===== config.mk =====
export PLATFORM = sky130hd
export DESIGN_NAME = tmwm_timer
export DESIGN_NICKNAME = d
export VERILOG_FILES = /design/src/design/tmwm_pkg.sv /design/src/design/tmwm_timer.sv
export SDC_FILE = /design/constraint.sdc
export NUM_CORES = 1
export LEC_CHECK = 0
export BUFFER_PORTS_ARGS = -buffer_cell sky130_fd_sc_hd__clkbuf_2
export CAP_MARGIN = 0
export CORE_ASPECT_RATIO = 0.75
export CORE_MARGIN = 2
export CORE_UTILIZATION = 56
export DETAILED_ROUTE_END_ITERATION = 7
export GPL_TIMING_DRIVEN = 1
export HOLD_SLACK_MARGIN = 0.08
export PLACE_DENSITY = 0.81
export RECOVER_POWER = 50
export SLEW_MARGIN = 10
export SYNTH_ARGS = -nofsm -noshare
export SYNTH_HDL_FRONTEND = slang
export SYNTH_SLANG_ARGS = --single-unit

===== constraint.sdc =====
create_clock -name clk_sys -period 3.4 [get_ports clk_sys]
set_clock_uncertainty 0.1 [all_clocks]
set_input_delay 0.51 -clock clk_sys [delete_from_list [all_inputs] [get_ports clk_sys]]
set_output_delay 0.51 -clock clk_sys [all_outputs]
set_load 0.01 [all_outputs]

===== src/design/tmwm_pkg.sv =====
// constants and types for the 8-bit waveform timer
package tmwm_pkg;
  // ----------------------------------------
  // counter extremes and unit step
  // ----------------------------------------
  localparam logic [7:0] TMWM_BOTTOM = 8'h00;
  localparam logic [7:0] TMWM_MAX = 8'hFF;
  localparam logic [7:0] TMWM_ONE = 8'h01;
  // ----------------------------------------
  // wave mode encodings
  // ----------------------------------------
  localparam logic [2:0] TMWM_MODE_NORMAL = 3'h0;
  localparam logic [2:0] TMWM_MODE_PC_FF = 3'h1;
  localparam logic [2:0] TMWM_MODE_CTC = 3'h2;
  localparam logic [2:0] TMWM_MODE_FAST_FF = 3'h3;
  localparam logic [2:0] TMWM_MODE_PC_A = 3'h5;
  localparam logic [2:0] TMWM_MODE_FAST_A = 3'h7;
  localparam int TMWM_MODE_BIT2 = 2;
  // ----------------------------------------
  // output action encodings
  // ----------------------------------------
  localparam logic [1:0] TMWM_ACT_OFF = 2'h0;
  localparam logic [1:0] TMWM_ACT_TOGGLE = 2'h1;
  localparam logic [1:0] TMWM_ACT_CLEAR = 2'h2;
  localparam logic [1:0] TMWM_ACT_SET = 2'h3;
  typedef enum logic [1:0] {TMWM_KIND_NONPWM, TMWM_KIND_FAST, TMWM_KIND_PC} tmwm_kind_t;
endpackage


===== src/design/tmwm_timer.sv =====
// 8-bit timer with clear-on-match, fast pwm and phase correct pwm waveforms
`timescale 1ns/1ps
module tmwm_timer
  import tmwm_pkg::*;
(
  input wire logic clk_sys,
  input wire logic rst,
  input wire logic timer_tick,
  input wire logic [2:0] wave_mode_sel,
  input wire logic [1:0] output_action_a,
  input wire logic [1:0] output_action_b,
  input wire logic [7:0] compare_a_wdata,
  input wire logic compare_a_we,
  input wire logic [7:0] compare_b_wdata,
  input wire logic compare_b_we,
  input wire logic [7:0] count_wdata,
  input wire logic count_we,
  input wire logic compare_a_flag_clr,
  input wire logic compare_b_flag_clr,
  input wire logic overflow_flag_clr,
  output logic [7:0] count_value,
  output logic [7:0] compare_a_value,
  output logic [7:0] compare_b_value,
  output logic compare_a_flag,
  output logic compare_b_flag,
  output logic overflow_flag,
  output logic wave_out_a,
  output logic wave_out_b,
  output logic wave_out_a_en,
  output logic wave_out_b_en
);
  // ----------------------------------------
  // mode decode
  // ----------------------------------------
  function automatic tmwm_kind_t tmwm_kind(input logic [2:0] m);
    tmwm_kind_t k;
    k = TMWM_KIND_NONPWM;
    if (m == TMWM_MODE_FAST_FF || m == TMWM_MODE_FAST_A) begin
      k = TMWM_KIND_FAST;
    end else if (m == TMWM_MODE_PC_FF || m == TMWM_MODE_PC_A) begin
      k = TMWM_KIND_PC;
    end
    return k;
  endfunction

  tmwm_kind_t kind;
  logic clear_on_match_mode;
  logic top_is_a;
  logic [7:0] top_value;
  logic count_down;
  logic [7:0] buf_a;
  logic [7:0] buf_b;
  logic block_match;
  logic at_top;
  logic at_bottom;
  logic match_a;
  logic match_b;
  logic [7:0] next_count;
  logic next_down;

  assign kind = tmwm_kind(wave_mode_sel);
  assign clear_on_match_mode = (wave_mode_sel == TMWM_MODE_CTC);
  assign top_is_a = wave_mode_sel[TMWM_MODE_BIT2] || clear_on_match_mode;
  assign top_value = top_is_a ? compare_a_value : TMWM_MAX;
  assign at_top = (count_value == top_value);
  assign at_bottom = (count_value == TMWM_BOTTOM);
  // a counter write masks comparison for one tick
  assign match_a = (count_value == compare_a_value) && !block_match;
  assign match_b = (count_value == compare_b_value) && !block_match;
  // pins are driven only while the action is off; direction itself is software's job
  assign wave_out_a_en = !(output_action_a != TMWM_ACT_OFF);
  assign wave_out_b_en = !(output_action_b != TMWM_ACT_OFF);

  // ----------------------------------------
  // compare buffers
  // ----------------------------------------
  always_ff @(posedge clk_sys or posedge rst) begin
    if (rst) begin
      buf_a <= TMWM_BOTTOM;
      buf_b <= TMWM_BOTTOM;
      compare_a_value <= TMWM_BOTTOM;
      compare_b_value <= TMWM_BOTTOM;
    end else begin
      if (compare_a_we) begin
        buf_a <= compare_a_wdata;
      end
      if (compare_b_we) begin
        buf_b <= compare_b_wdata;
      end
      if (kind == TMWM_KIND_NONPWM) begin
        // no double buffer: direct write lets a lower value miss the match
        if (compare_a_we) begin
          compare_a_value <= compare_a_wdata;
        end
        if (compare_b_we) begin
          compare_b_value <= compare_b_wdata;
        end
      end else if (timer_tick && at_top && (kind == TMWM_KIND_FAST || !count_down)) begin
        compare_a_value <= buf_a;
        compare_b_value <= buf_b;
      end
    end
  end

  // ----------------------------------------
  // counter
  // ----------------------------------------
  always_comb begin
    next_count = count_value;
    next_down = count_down;
    case (kind)
      TMWM_KIND_FAST: begin
        next_down = 1'b0;
        next_count = at_top ? TMWM_BOTTOM : count_value + TMWM_ONE;
      end
      TMWM_KIND_PC: begin
        if (at_top) begin
          next_down = 1'b1;
        end else if (at_bottom) begin
          next_down = 1'b0;
        end
        if (at_top) begin
          next_count = count_value - TMWM_ONE;
        end else if (at_bottom) begin
          next_count = count_value + TMWM_ONE;
        end else begin
          next_count = count_down ? count_value - TMWM_ONE : count_value + TMWM_ONE;
        end
      end
      default: begin
        next_down = 1'b0;
        if (clear_on_match_mode && match_a) begin
          next_count = TMWM_BOTTOM;
        end else begin
          next_count = count_value + TMWM_ONE;
        end
      end
    endcase
  end

  always_ff @(posedge clk_sys or posedge rst) begin
    if (rst) begin
      count_value <= TMWM_BOTTOM;
      count_down <= 1'b0;
    end else if (count_we) begin
      count_value <= count_wdata;
    end else if (timer_tick) begin
      count_value <= next_count;
      count_down <= next_down;
    end
  end

  always_ff @(posedge clk_sys or posedge rst) begin
    if (rst) begin
      block_match <= 1'b0;
    end else if (count_we) begin
      block_match <= 1'b1;
    end else if (timer_tick) begin
      block_match <= 1'b0;
    end
  end

  // ----------------------------------------
  // flags: set wins over clear
  // ----------------------------------------
  logic set_a;
  logic set_b;
  logic set_ov;
  assign set_a = timer_tick && match_a;
  assign set_b = timer_tick && match_b;
  always_comb begin
    case (kind)
      TMWM_KIND_FAST: set_ov = timer_tick && at_top;
      TMWM_KIND_PC: set_ov = timer_tick && at_bottom && count_down;
      // a match at max also passes max to zero, so it must not hide the overflow
      default: set_ov = timer_tick && (count_value == TMWM_MAX);
    endcase
  end

  always_ff @(posedge clk_sys or posedge rst) begin
    if (rst) begin
      compare_a_flag <= 1'b0;
      compare_b_flag <= 1'b0;
      overflow_flag <= 1'b0;
    end else begin
      compare_a_flag <= set_a || (compare_a_flag && !compare_a_flag_clr);
      compare_b_flag <= set_b || (compare_b_flag && !compare_b_flag_clr);
      overflow_flag <= set_ov || (overflow_flag && !overflow_flag_clr);
    end
  end

  // ----------------------------------------
  // waveform outputs
  // ----------------------------------------
  // one function serves both channels; only A may toggle in pwm
  function automatic logic tmwm_wave(input logic cur, input logic [1:0] act, input logic m, input logic is_a,
                                     input logic [7:0] cmp);
    logic v;
    v = cur;
    case (kind)
      TMWM_KIND_FAST: begin
        if (act == TMWM_ACT_TOGGLE) begin
          if (is_a && wave_mode_sel[TMWM_MODE_BIT2] && m) begin
            v = !cur;
          end
        end else if (act[1]) begin
          // match at top is ignored; bottom action then wins, giving the constant level
          if (at_top) begin
            v = !act[0];
          end else if (m) begin
            v = act[0];
          end
        end
      end
      TMWM_KIND_PC: begin
        if (act == TMWM_ACT_TOGGLE) begin
          if (is_a && wave_mode_sel[TMWM_MODE_BIT2] && m) begin
            v = !cur;
          end
        end else if (act[1]) begin
          if (at_top && cmp == top_value) begin
            v = act[0] ^ 1'b1;
          end else if (at_bottom) begin
            // down-count level forced at bottom (up-count result if compare is bottom) keeps the pulse symmetric
            v = (cmp == TMWM_BOTTOM) ? act[0] : !act[0];
          end else if (m) begin
            v = count_down ? !act[0] : act[0];
          end
        end
      end
      default: begin
        if (m) begin
          case (act)
            TMWM_ACT_TOGGLE: v = !cur;
            TMWM_ACT_CLEAR: v = 1'b0;
            TMWM_ACT_SET: v = 1'b1;
            default: v = cur;
          endcase
        end
      end
    endcase
    return v;
  endfunction

  always_ff @(posedge clk_sys or posedge rst) begin
    if (rst) begin
      wave_out_a <= 1'b0;
    end else if (timer_tick) begin
      wave_out_a <= tmwm_wave(wave_out_a, output_action_a, match_a, 1'b1, compare_a_value);
    end
  end

  always_ff @(posedge clk_sys or posedge rst) begin
    if (rst) begin
      wave_out_b <= 1'b0;
    end else if (timer_tick) begin
      wave_out_b <= tmwm_wave(wave_out_b, output_action_b, match_b, 1'b0, compare_b_value);
    end
  end

  // ----------------------------------------
  // assertions
  // ----------------------------------------
  property p_ctc_clear;
    @(posedge clk_sys) disable iff (rst)
    (timer_tick && clear_on_match_mode && match_a && !count_we) |=> (count_value == TMWM_BOTTOM);
  endproperty
  a_ctc_clear: assert property (p_ctc_clear) else $error("ctc counter not cleared");

  property p_flag_a;
    @(posedge clk_sys) disable iff (rst)
    (timer_tick && match_a) |=> compare_a_flag;
  endproperty
  a_flag_a: assert property (p_flag_a) else $error("compare a flag missing");

  property p_block;
    @(posedge clk_sys) disable iff (rst)
    (block_match && timer_tick && !compare_a_flag) |=> !compare_a_flag;
  endproperty
  a_block: assert property (p_block) else $error("match not blocked after write");

  property p_hold;
    @(posedge clk_sys) disable iff (rst)
    (!timer_tick && !count_we) |=> $stable(count_value);
  endproperty
  a_hold: assert property (p_hold) else $error("counter moved without tick");

  property p_fast_wrap;
    @(posedge clk_sys) disable iff (rst)
    (kind == TMWM_KIND_FAST && timer_tick && at_top && !count_we) |=> (count_value == TMWM_BOTTOM) && overflow_flag;
  endproperty
  a_fast_wrap: assert property (p_fast_wrap) else $error("fast pwm wrap wrong");

  property p_pc_turn;
    @(posedge clk_sys) disable iff (rst)
    (kind == TMWM_KIND_PC && timer_tick && at_top && !at_bottom && !count_we) |=> count_down;
  endproperty
  a_pc_turn: assert property (p_pc_turn) else $error("phase correct no reversal");

  property p_pc_ov;
    @(posedge clk_sys) disable iff (rst)
    (kind == TMWM_KIND_PC && timer_tick && at_bottom && count_down) |=> overflow_flag;
  endproperty
  a_pc_ov: assert property (p_pc_ov) else $error("phase correct overflow missing");

  property p_ctc_toggle;
    @(posedge clk_sys) disable iff (rst)
    (clear_on_match_mode && timer_tick && match_a && output_action_a == TMWM_ACT_TOGGLE) |=> (wave_out_a != $past(wave_out_a));
  endproperty
  a_ctc_toggle: assert property (p_ctc_toggle) else $error("ctc toggle missing");

  property p_b_no_toggle;
    @(posedge clk_sys) disable iff (rst)
    (kind != TMWM_KIND_NONPWM && output_action_b == TMWM_ACT_TOGGLE && timer_tick) |=> $stable(wave_out_b);
  endproperty
  a_b_no_toggle: assert property (p_b_no_toggle) else $error("channel b toggled in pwm");

  c_ctc: cover property (@(posedge clk_sys) disable iff (rst) clear_on_match_mode && set_a);
  c_fast: cover property (@(posedge clk_sys) disable iff (rst) kind == TMWM_KIND_FAST && set_ov);
  c_pc: cover property (@(posedge clk_sys) disable iff (rst) kind == TMWM_KIND_PC && set_ov);
endmodule


# ---- Word-level counts from Yosys, hierarchy flattened
# Cells that the tools add are included.
dict set report totals {
  reg_bits 47
  input_bits 40
  output_inout_bits 31
}
dict set report classes {
  n_addsub 2
  n_eq_ne 32
  muxes 52
  n_bitwise 3
  n_reduce_logical 51
}
# cell count
set op_table {}
lappend op_table {{2-to-1 mux 8 bit} 14}
lappend op_table {{== test 8 bit} 5}
lappend op_table {{2-to-1 mux 1 bit} 30}
lappend op_table {{logical NOT 8 bit} 3}
lappend op_table {{logical AND 1 bit} 16}
lappend op_table {{one-hot mux 8 bit (2 select lines)} 1}
lappend op_table {{!= test 2 bit (second input constant)} 6}
lappend op_table {{logical NOT 1 bit} 11}
lappend op_table {{== test 2 bit (second input constant)} 5}
lappend op_table {{nonzero test 5 bit} 2}
lappend op_table {{!= test 3 bit (second input constant)} 3}
lappend op_table {{AND reduction 9 bit} 1}
lappend op_table {{adder 8 x 1 -> 8 bit (second input constant)} 1}
lappend op_table {{== test 8 bit (second input constant)} 1}
lappend op_table {{nonzero test 2 bit} 4}
lappend op_table {{subtractor 8 x 1 -> 8 bit (second input constant)} 1}
lappend op_table {{logical OR 1 bit} 7}
lappend op_table {{AND reduction 7 bit} 1}
lappend op_table {{== test 2 x 1 -> 1 bit (second input constant)} 3}
lappend op_table {{== test 3 x 2 -> 1 bit (second input constant)} 2}
lappend op_table {{== test 3 bit (second input constant)} 2}
lappend op_table {{one-hot mux 1 bit (2 select lines)} 3}
lappend op_table {{one-hot mux 1 bit (3 select lines)} 2}
lappend op_table {{nonzero test 3 bit} 2}
lappend op_table {{other kinds (10)} 14}

# ---- Depth between registers and ports, before layout
dict set report logic_depth {
  depth_word 9
  depth_mapped 11
  depth_no_buf 9
}

# ---- Worst setup path after synthesis
# No wires, ideal clock.
dict set report synth_timing {
  kind {input to register}
  from {in wave_mode_sel[1]}
  to {reg wave_out_a}
  setup_time_ns 0.128
  arrival_time_ns 2.737
  t_required_ns 3.172
  path_slack_ns 0.435
  stages 10
  path_buffers 2
  path_cell_list {buf_4 > and2b_4 > nor2_2 > buf_6 > nor4_4 > nor2_1 > or4b_4 > o211a_1 > a2111oi_4 > mux2_1}
}
dict set report synth_via {
  elab_chain_len 9
}
# item line_no
set synth_lines {}
lappend synth_lines {{from (decl)} tmwm_timer.sv:9} ;# input wire logic [2:0] wave_mode_sel,
lappend synth_lines {{== test 3 x 2 -> 1 bit} tmwm_timer.sv:62} ;# assign clear_on_match_mode = (wave_mode_sel == TMWM_MODE_CTC);
lappend synth_lines {{logical OR 1 bit} tmwm_timer.sv:63} ;# assign top_is_a = wave_mode_sel[TMWM_MODE_BIT2] || clear_on_match_mode;
lappend synth_lines {{2-to-1 mux 8 bit} tmwm_timer.sv:64} ;# assign top_value = top_is_a ? compare_a_value : TMWM_MAX;
lappend synth_lines {{== test 8 bit (on tied branches)} {tmwm_timer.sv:65, tmwm_timer.sv:221}}
lappend synth_lines {{logical AND 1 bit} tmwm_timer.sv:221} ;# if (at_top && cmp == top_value) begin
lappend synth_lines {{2-to-1 mux 1 bit} tmwm_timer.sv:221}
lappend synth_lines {{2-to-1 mux 1 bit} tmwm_timer.sv:220} ;# end else if (act[1]) begin
lappend synth_lines {{2-to-1 mux 1 bit} tmwm_timer.sv:216} ;# if (act == TMWM_ACT_TOGGLE) begin
lappend synth_lines {{one-hot mux 1 bit (2 select lines)} tmwm_timer.sv:200} ;# case (kind)
lappend synth_lines {{to (signal assigned)} tmwm_timer.sv:249} ;# wave_out_a <= tmwm_wave(wave_out_a, output_action_a, match_a, 1'b1, compare_a_value);
lappend synth_lines {{to (decl)} tmwm_timer.sv:27} ;# output logic wave_out_a,
# Parallel ways exist; a longest one is shown, timed or not. The select of a mux whose other input is x is not followed.
# A chain may end at the register's enable or synchronous reset.

# ---- Worst setup path after layout
dict set report layout_timing {
  from {reg compare_a_value[1]}
  to {reg wave_out_a}
}
dict set report layout_via {
  elab_chain_len 7
}
# item line_no
set layout_lines {}
lappend layout_lines {{from (decl)} tmwm_timer.sv:22} ;# output logic [7:0] compare_a_value,
lappend layout_lines {{from (signal assigned)} tmwm_timer.sv:93} ;# compare_a_value <= compare_a_wdata;
lappend layout_lines {{from (signal assigned)} tmwm_timer.sv:99} ;# compare_a_value <= buf_a;
lappend layout_lines {{logical NOT 8 bit or 2-to-1 mux 8 bit (tied branches)} {tmwm_timer.sv:225, tmwm_timer.sv:64}}
lappend layout_lines {{2-to-1 mux 1 bit (tied with other cells)} tmwm_timer.sv:225} ;# v = (cmp == TMWM_BOTTOM) ? act[0] : !act[0];
lappend layout_lines {{2-to-1 mux 1 bit or logical AND 1 bit (tied branches)} {tmwm_timer.sv:223, tmwm_timer.sv:221}}
lappend layout_lines {{2-to-1 mux 1 bit} tmwm_timer.sv:221}
lappend layout_lines {{2-to-1 mux 1 bit} tmwm_timer.sv:220}
lappend layout_lines {{2-to-1 mux 1 bit} tmwm_timer.sv:216}
lappend layout_lines {{one-hot mux 1 bit (2 select lines)} tmwm_timer.sv:200}
# Parallel ways exist; a longest one is shown, timed or not. The select of a mux whose other input is x is not followed.

==> metrics.md <==
| Metric | Value |
|---|---|
| Grt total ovfl | `0` |
| Largest net degree at the start of global routing | `48` |
| Ys flop type | `dfrtp_1` |
| Reg-to-reg slack, setup | `330 ps` |
| Worst setup EP type | `flip-flop` |
| Synth Area per Inst | `8.68 sq um` |
| Leading cell types in the layout, fill and taps excluded | `clkbuf_2, dfrtp_1, nand2_1` |
| Synth area leaders | `dfrtp_1, mux2_2, mux2i_1, nand2_1, o21ai_0` |
| DR WL/cell | `17.6 um` |
| Hold WC Path Type | `in2reg` |
| Starting Density | `58.4%` |
| Root Buffer | `clkbuf_8` |
| Compound-cell area share of the yosys netlist | `20.7%` |
| First-pass GRT wire length | `15,800 um` |
| Core ar. | `5860 sq um` |
| Pleak | `0.00174 uW` |
| Crit path time final | `3070 ps` |
| Bufs on Longest Clock Path | `2` |
| Die Area | `6750 sq um` |
| H-tree Lvls | `2` |
| Failing checks | `capacitance limit, slew limit` |
| Cts repair resizes | `0` |
| Syn Inst Count | `394` |
| Slew Viols, Final | `48` |
| Required time worst endpoint | `3500 ps` |
| CP peak stage delay | `640 ps` |
| WS Path Type | `reg2reg` |
| TritonCTS clock tree | `built` |
| Fin. Hold Viols | `0` |
| Number of setup buffers added after CTS | `0` |
| Status | `finished with violations` |
| Num Clock Sinks | `47` |
| Xor-xnor portion of the synthesized cell area | `6.40%` |
| DIE WIDTH | `94.2 um` |
| Die Ht | `71.7 um` |
| Worst skew pair latency | `310 ps` |
| Clk pin slew, worst setup/hold paths | `90 ps` |
| Crit path DAT | `3170 ps` |
| Max-cap violations | `1` |
| WL final | `9460 um` |
| Seq cells post-synth | `47` |
| Placed Cells | `529` |
| Overall Global Routing Usage | `29.8%` |
| Synth top area share | `34.4%` |
| Final ANT Viol Nets | `0` |
| Post-route cell area | `3950 sq um` |
| # diodes | `0` |
| Share of post-route cells with drive strength above 1 | `26.6%` |
| Sequential area share after synthesis | `34.4%` |
| Number of global-route vias before repair | `3,096` |
| Pre-CTS WS | `174 ps` |
| Routability cong. | `0.974` |
| Fmax | `326 MHz` |
| Fin cells | `537` |
| Crit path launch type | `flip-flop` |
| Commonest non-fill, non-tap cell in the layout | `clkbuf_2` |
| Setup TNS | `0 ps` |
| Peak supply drop | `0.211 mV` |
| Mux cell area share after synthesis | `12.4%` |
| Initial DRC Count | `369` |
| Count of different cell masters after synthesis | `65` |
| Avg Vias per Cell | `6.28` |
| Synth Area in Simple Gates | `19.5%` |
| Setup slack after layout | `329 ps` |
| Worst path buffer plus inverter count | `0` |
| Initial antenna violation count | `0` |
| Synth async-reset ratio | `100%` |
| Largest family of logic cells by synthesized area | `compound AO/OA/AOI/OAI gates` |
| NumNets Final | `501` |
| RSZ-0062 raised after global routing | `no` |
| CP top delay family | `compound AO/OA/AOI/OAI gates` |
| Area after detailed placement | `3860 sq um` |
| Slew @ Worst Pin | `1810 ps` |
| FILL cells | `513` |
| Slew HR | `-20.9%` |
| EDFF count, synth | `0` |
| Final period util | `90.3%` |
| Synth Area in Adders | `1.10%` |
| Synth Cell Area | `3420 sq um` |
| Syn. warnings | `0` |
| Leading area contributor after synthesis | `dfrtp_1` |
| Site Rows | `24` |
| Syn nets | `437` |
| Vias | `3,370` |
| Endpoints failing setup | `0` |
| Area Growth Syn to Fin | `15.6%` |
| Pwr per Cell Area | `411 nW/um^2` |
| HPWL after DPL | `7160 um` |
| Crit path cell chain | `nor3b_1 > o21ai_0 > a31oi_1 > nor2_1 > or4b_4 > o211a_1 > a2111oi_4 > mux2_1` |
| Cts bufs inserted | `5` |
| Max FO, Critical Path | `10` |
| Drt pass-1 iters | `5` |
| CTS Hold Bufs | `0` |
| DRC viols | `0` |
| PortBufs | `70` |
| Io pins | `71` |
| Worst path slowest cell | `dfrtp_1` |
layer usage:
layer  wire [um]  global-route usage [%]  vias up
li1            -                       -     1575
met1        4310                    45.8     1584
met2        4060                    43.2      188
met3         938                    5.47       23
met4         150                    7.89        0
met5           0                       0        -
state kept, by name (all words and copies together) (netlist names):
name / flops
buf_a: 8
buf_b: 8
compare_a_value: 8
compare_b_value: 8
count_value: 8
block_match: 1
compare_a_flag: 1
compare_b_flag: 1
count_down: 1
overflow_flag: 1
wave_out_a: 1
wave_out_b: 1
area by class of cell:
class                   instances  area [sq um]  area share, %
clock inverters                 3          22.5          0.570
repair buffers                 87           474           12.0
multi-input cells             302          2060           52.0
clock buffers                   5          68.8           1.74
inverters                      15          56.3           1.42
flip-flops and latches         47          1180           29.8
well taps                      78          97.6           2.47
report_power, final:
group | switching (uW) | internal, uW
registers | 130 | 623
clock network | 213 | 149
logic | 275 | 234
cells in the mapped netlist (2+ instances only):
cell / n
nand2_1: 45
a2111oi_0: 2
nor4bb_1: 2
or3_1: 7
clkbuf_1: 21
nor4_1: 8
ha_1: 3
o22ai_1: 5
nand3_1: 11
xor2_1: 10
o21ai_0: 30
or2_2: 3
o21a_1: 2
nand4_1: 6
xnor2_1: 15
a2bb2oi_1: 2
o211ai_1: 2
a21o_1: 2
mux2_2: 19
buf_2: 6
nor3b_1: 2
o31ai_1: 6
nor3_1: 10
a22oi_1: 4
nor2_1: 23
inv_1: 15
a31oi_1: 3
o221ai_1: 3
a21oi_1: 19
and3_1: 5
mux2i_1: 20
a211oi_1: 4
dfrtp_1: 47
worst reg2reg max path, stage by stage (launching register included):
cell       delay [ps]
dfrtp_1           640
nor3b_1           220
o21ai_0           110
a31oi_1           230
nor2_1            120
or4b_4            600
o211a_1           280
a2111oi_4         330
mux2_1            350
stage by stage:
step	hold WS [ps]	util [%]	power [uW]
2_1_floorplan	374	-	1080
3_3_place_gp	389	66.0	1240
3_5_place_dp	397	66.0	1260
4_1_cts	269	67.5	1630
5_1_grt	275	67.5	1710
6_report	274	67.5	1620
kinds of logic after synthesis:
group | Yosys count
AOI/OAI and AO/OA | 103
xor gates and xnor gates | 25
adders and majority gates | 3
buffers and inverters | 45
DFF | 47
muxes | 40
and+or+nand+nor | 131
final timing paths:
check	cells after the start	from	end
max reg2reg	8	compare_a_value[1]	wave_out_a
min	2	compare_a_flag_clr	compare_a_flag
min in group asynchronous	2	rst	buf_b[7]
min reg2reg	1	buf_a[7]	buf_a[7]
max	8	compare_a_value[1]	wave_out_a
max in group asynchronous	2	rst	compare_a_value[5]
Note: power is estimated with default switching activity, not from simulation.
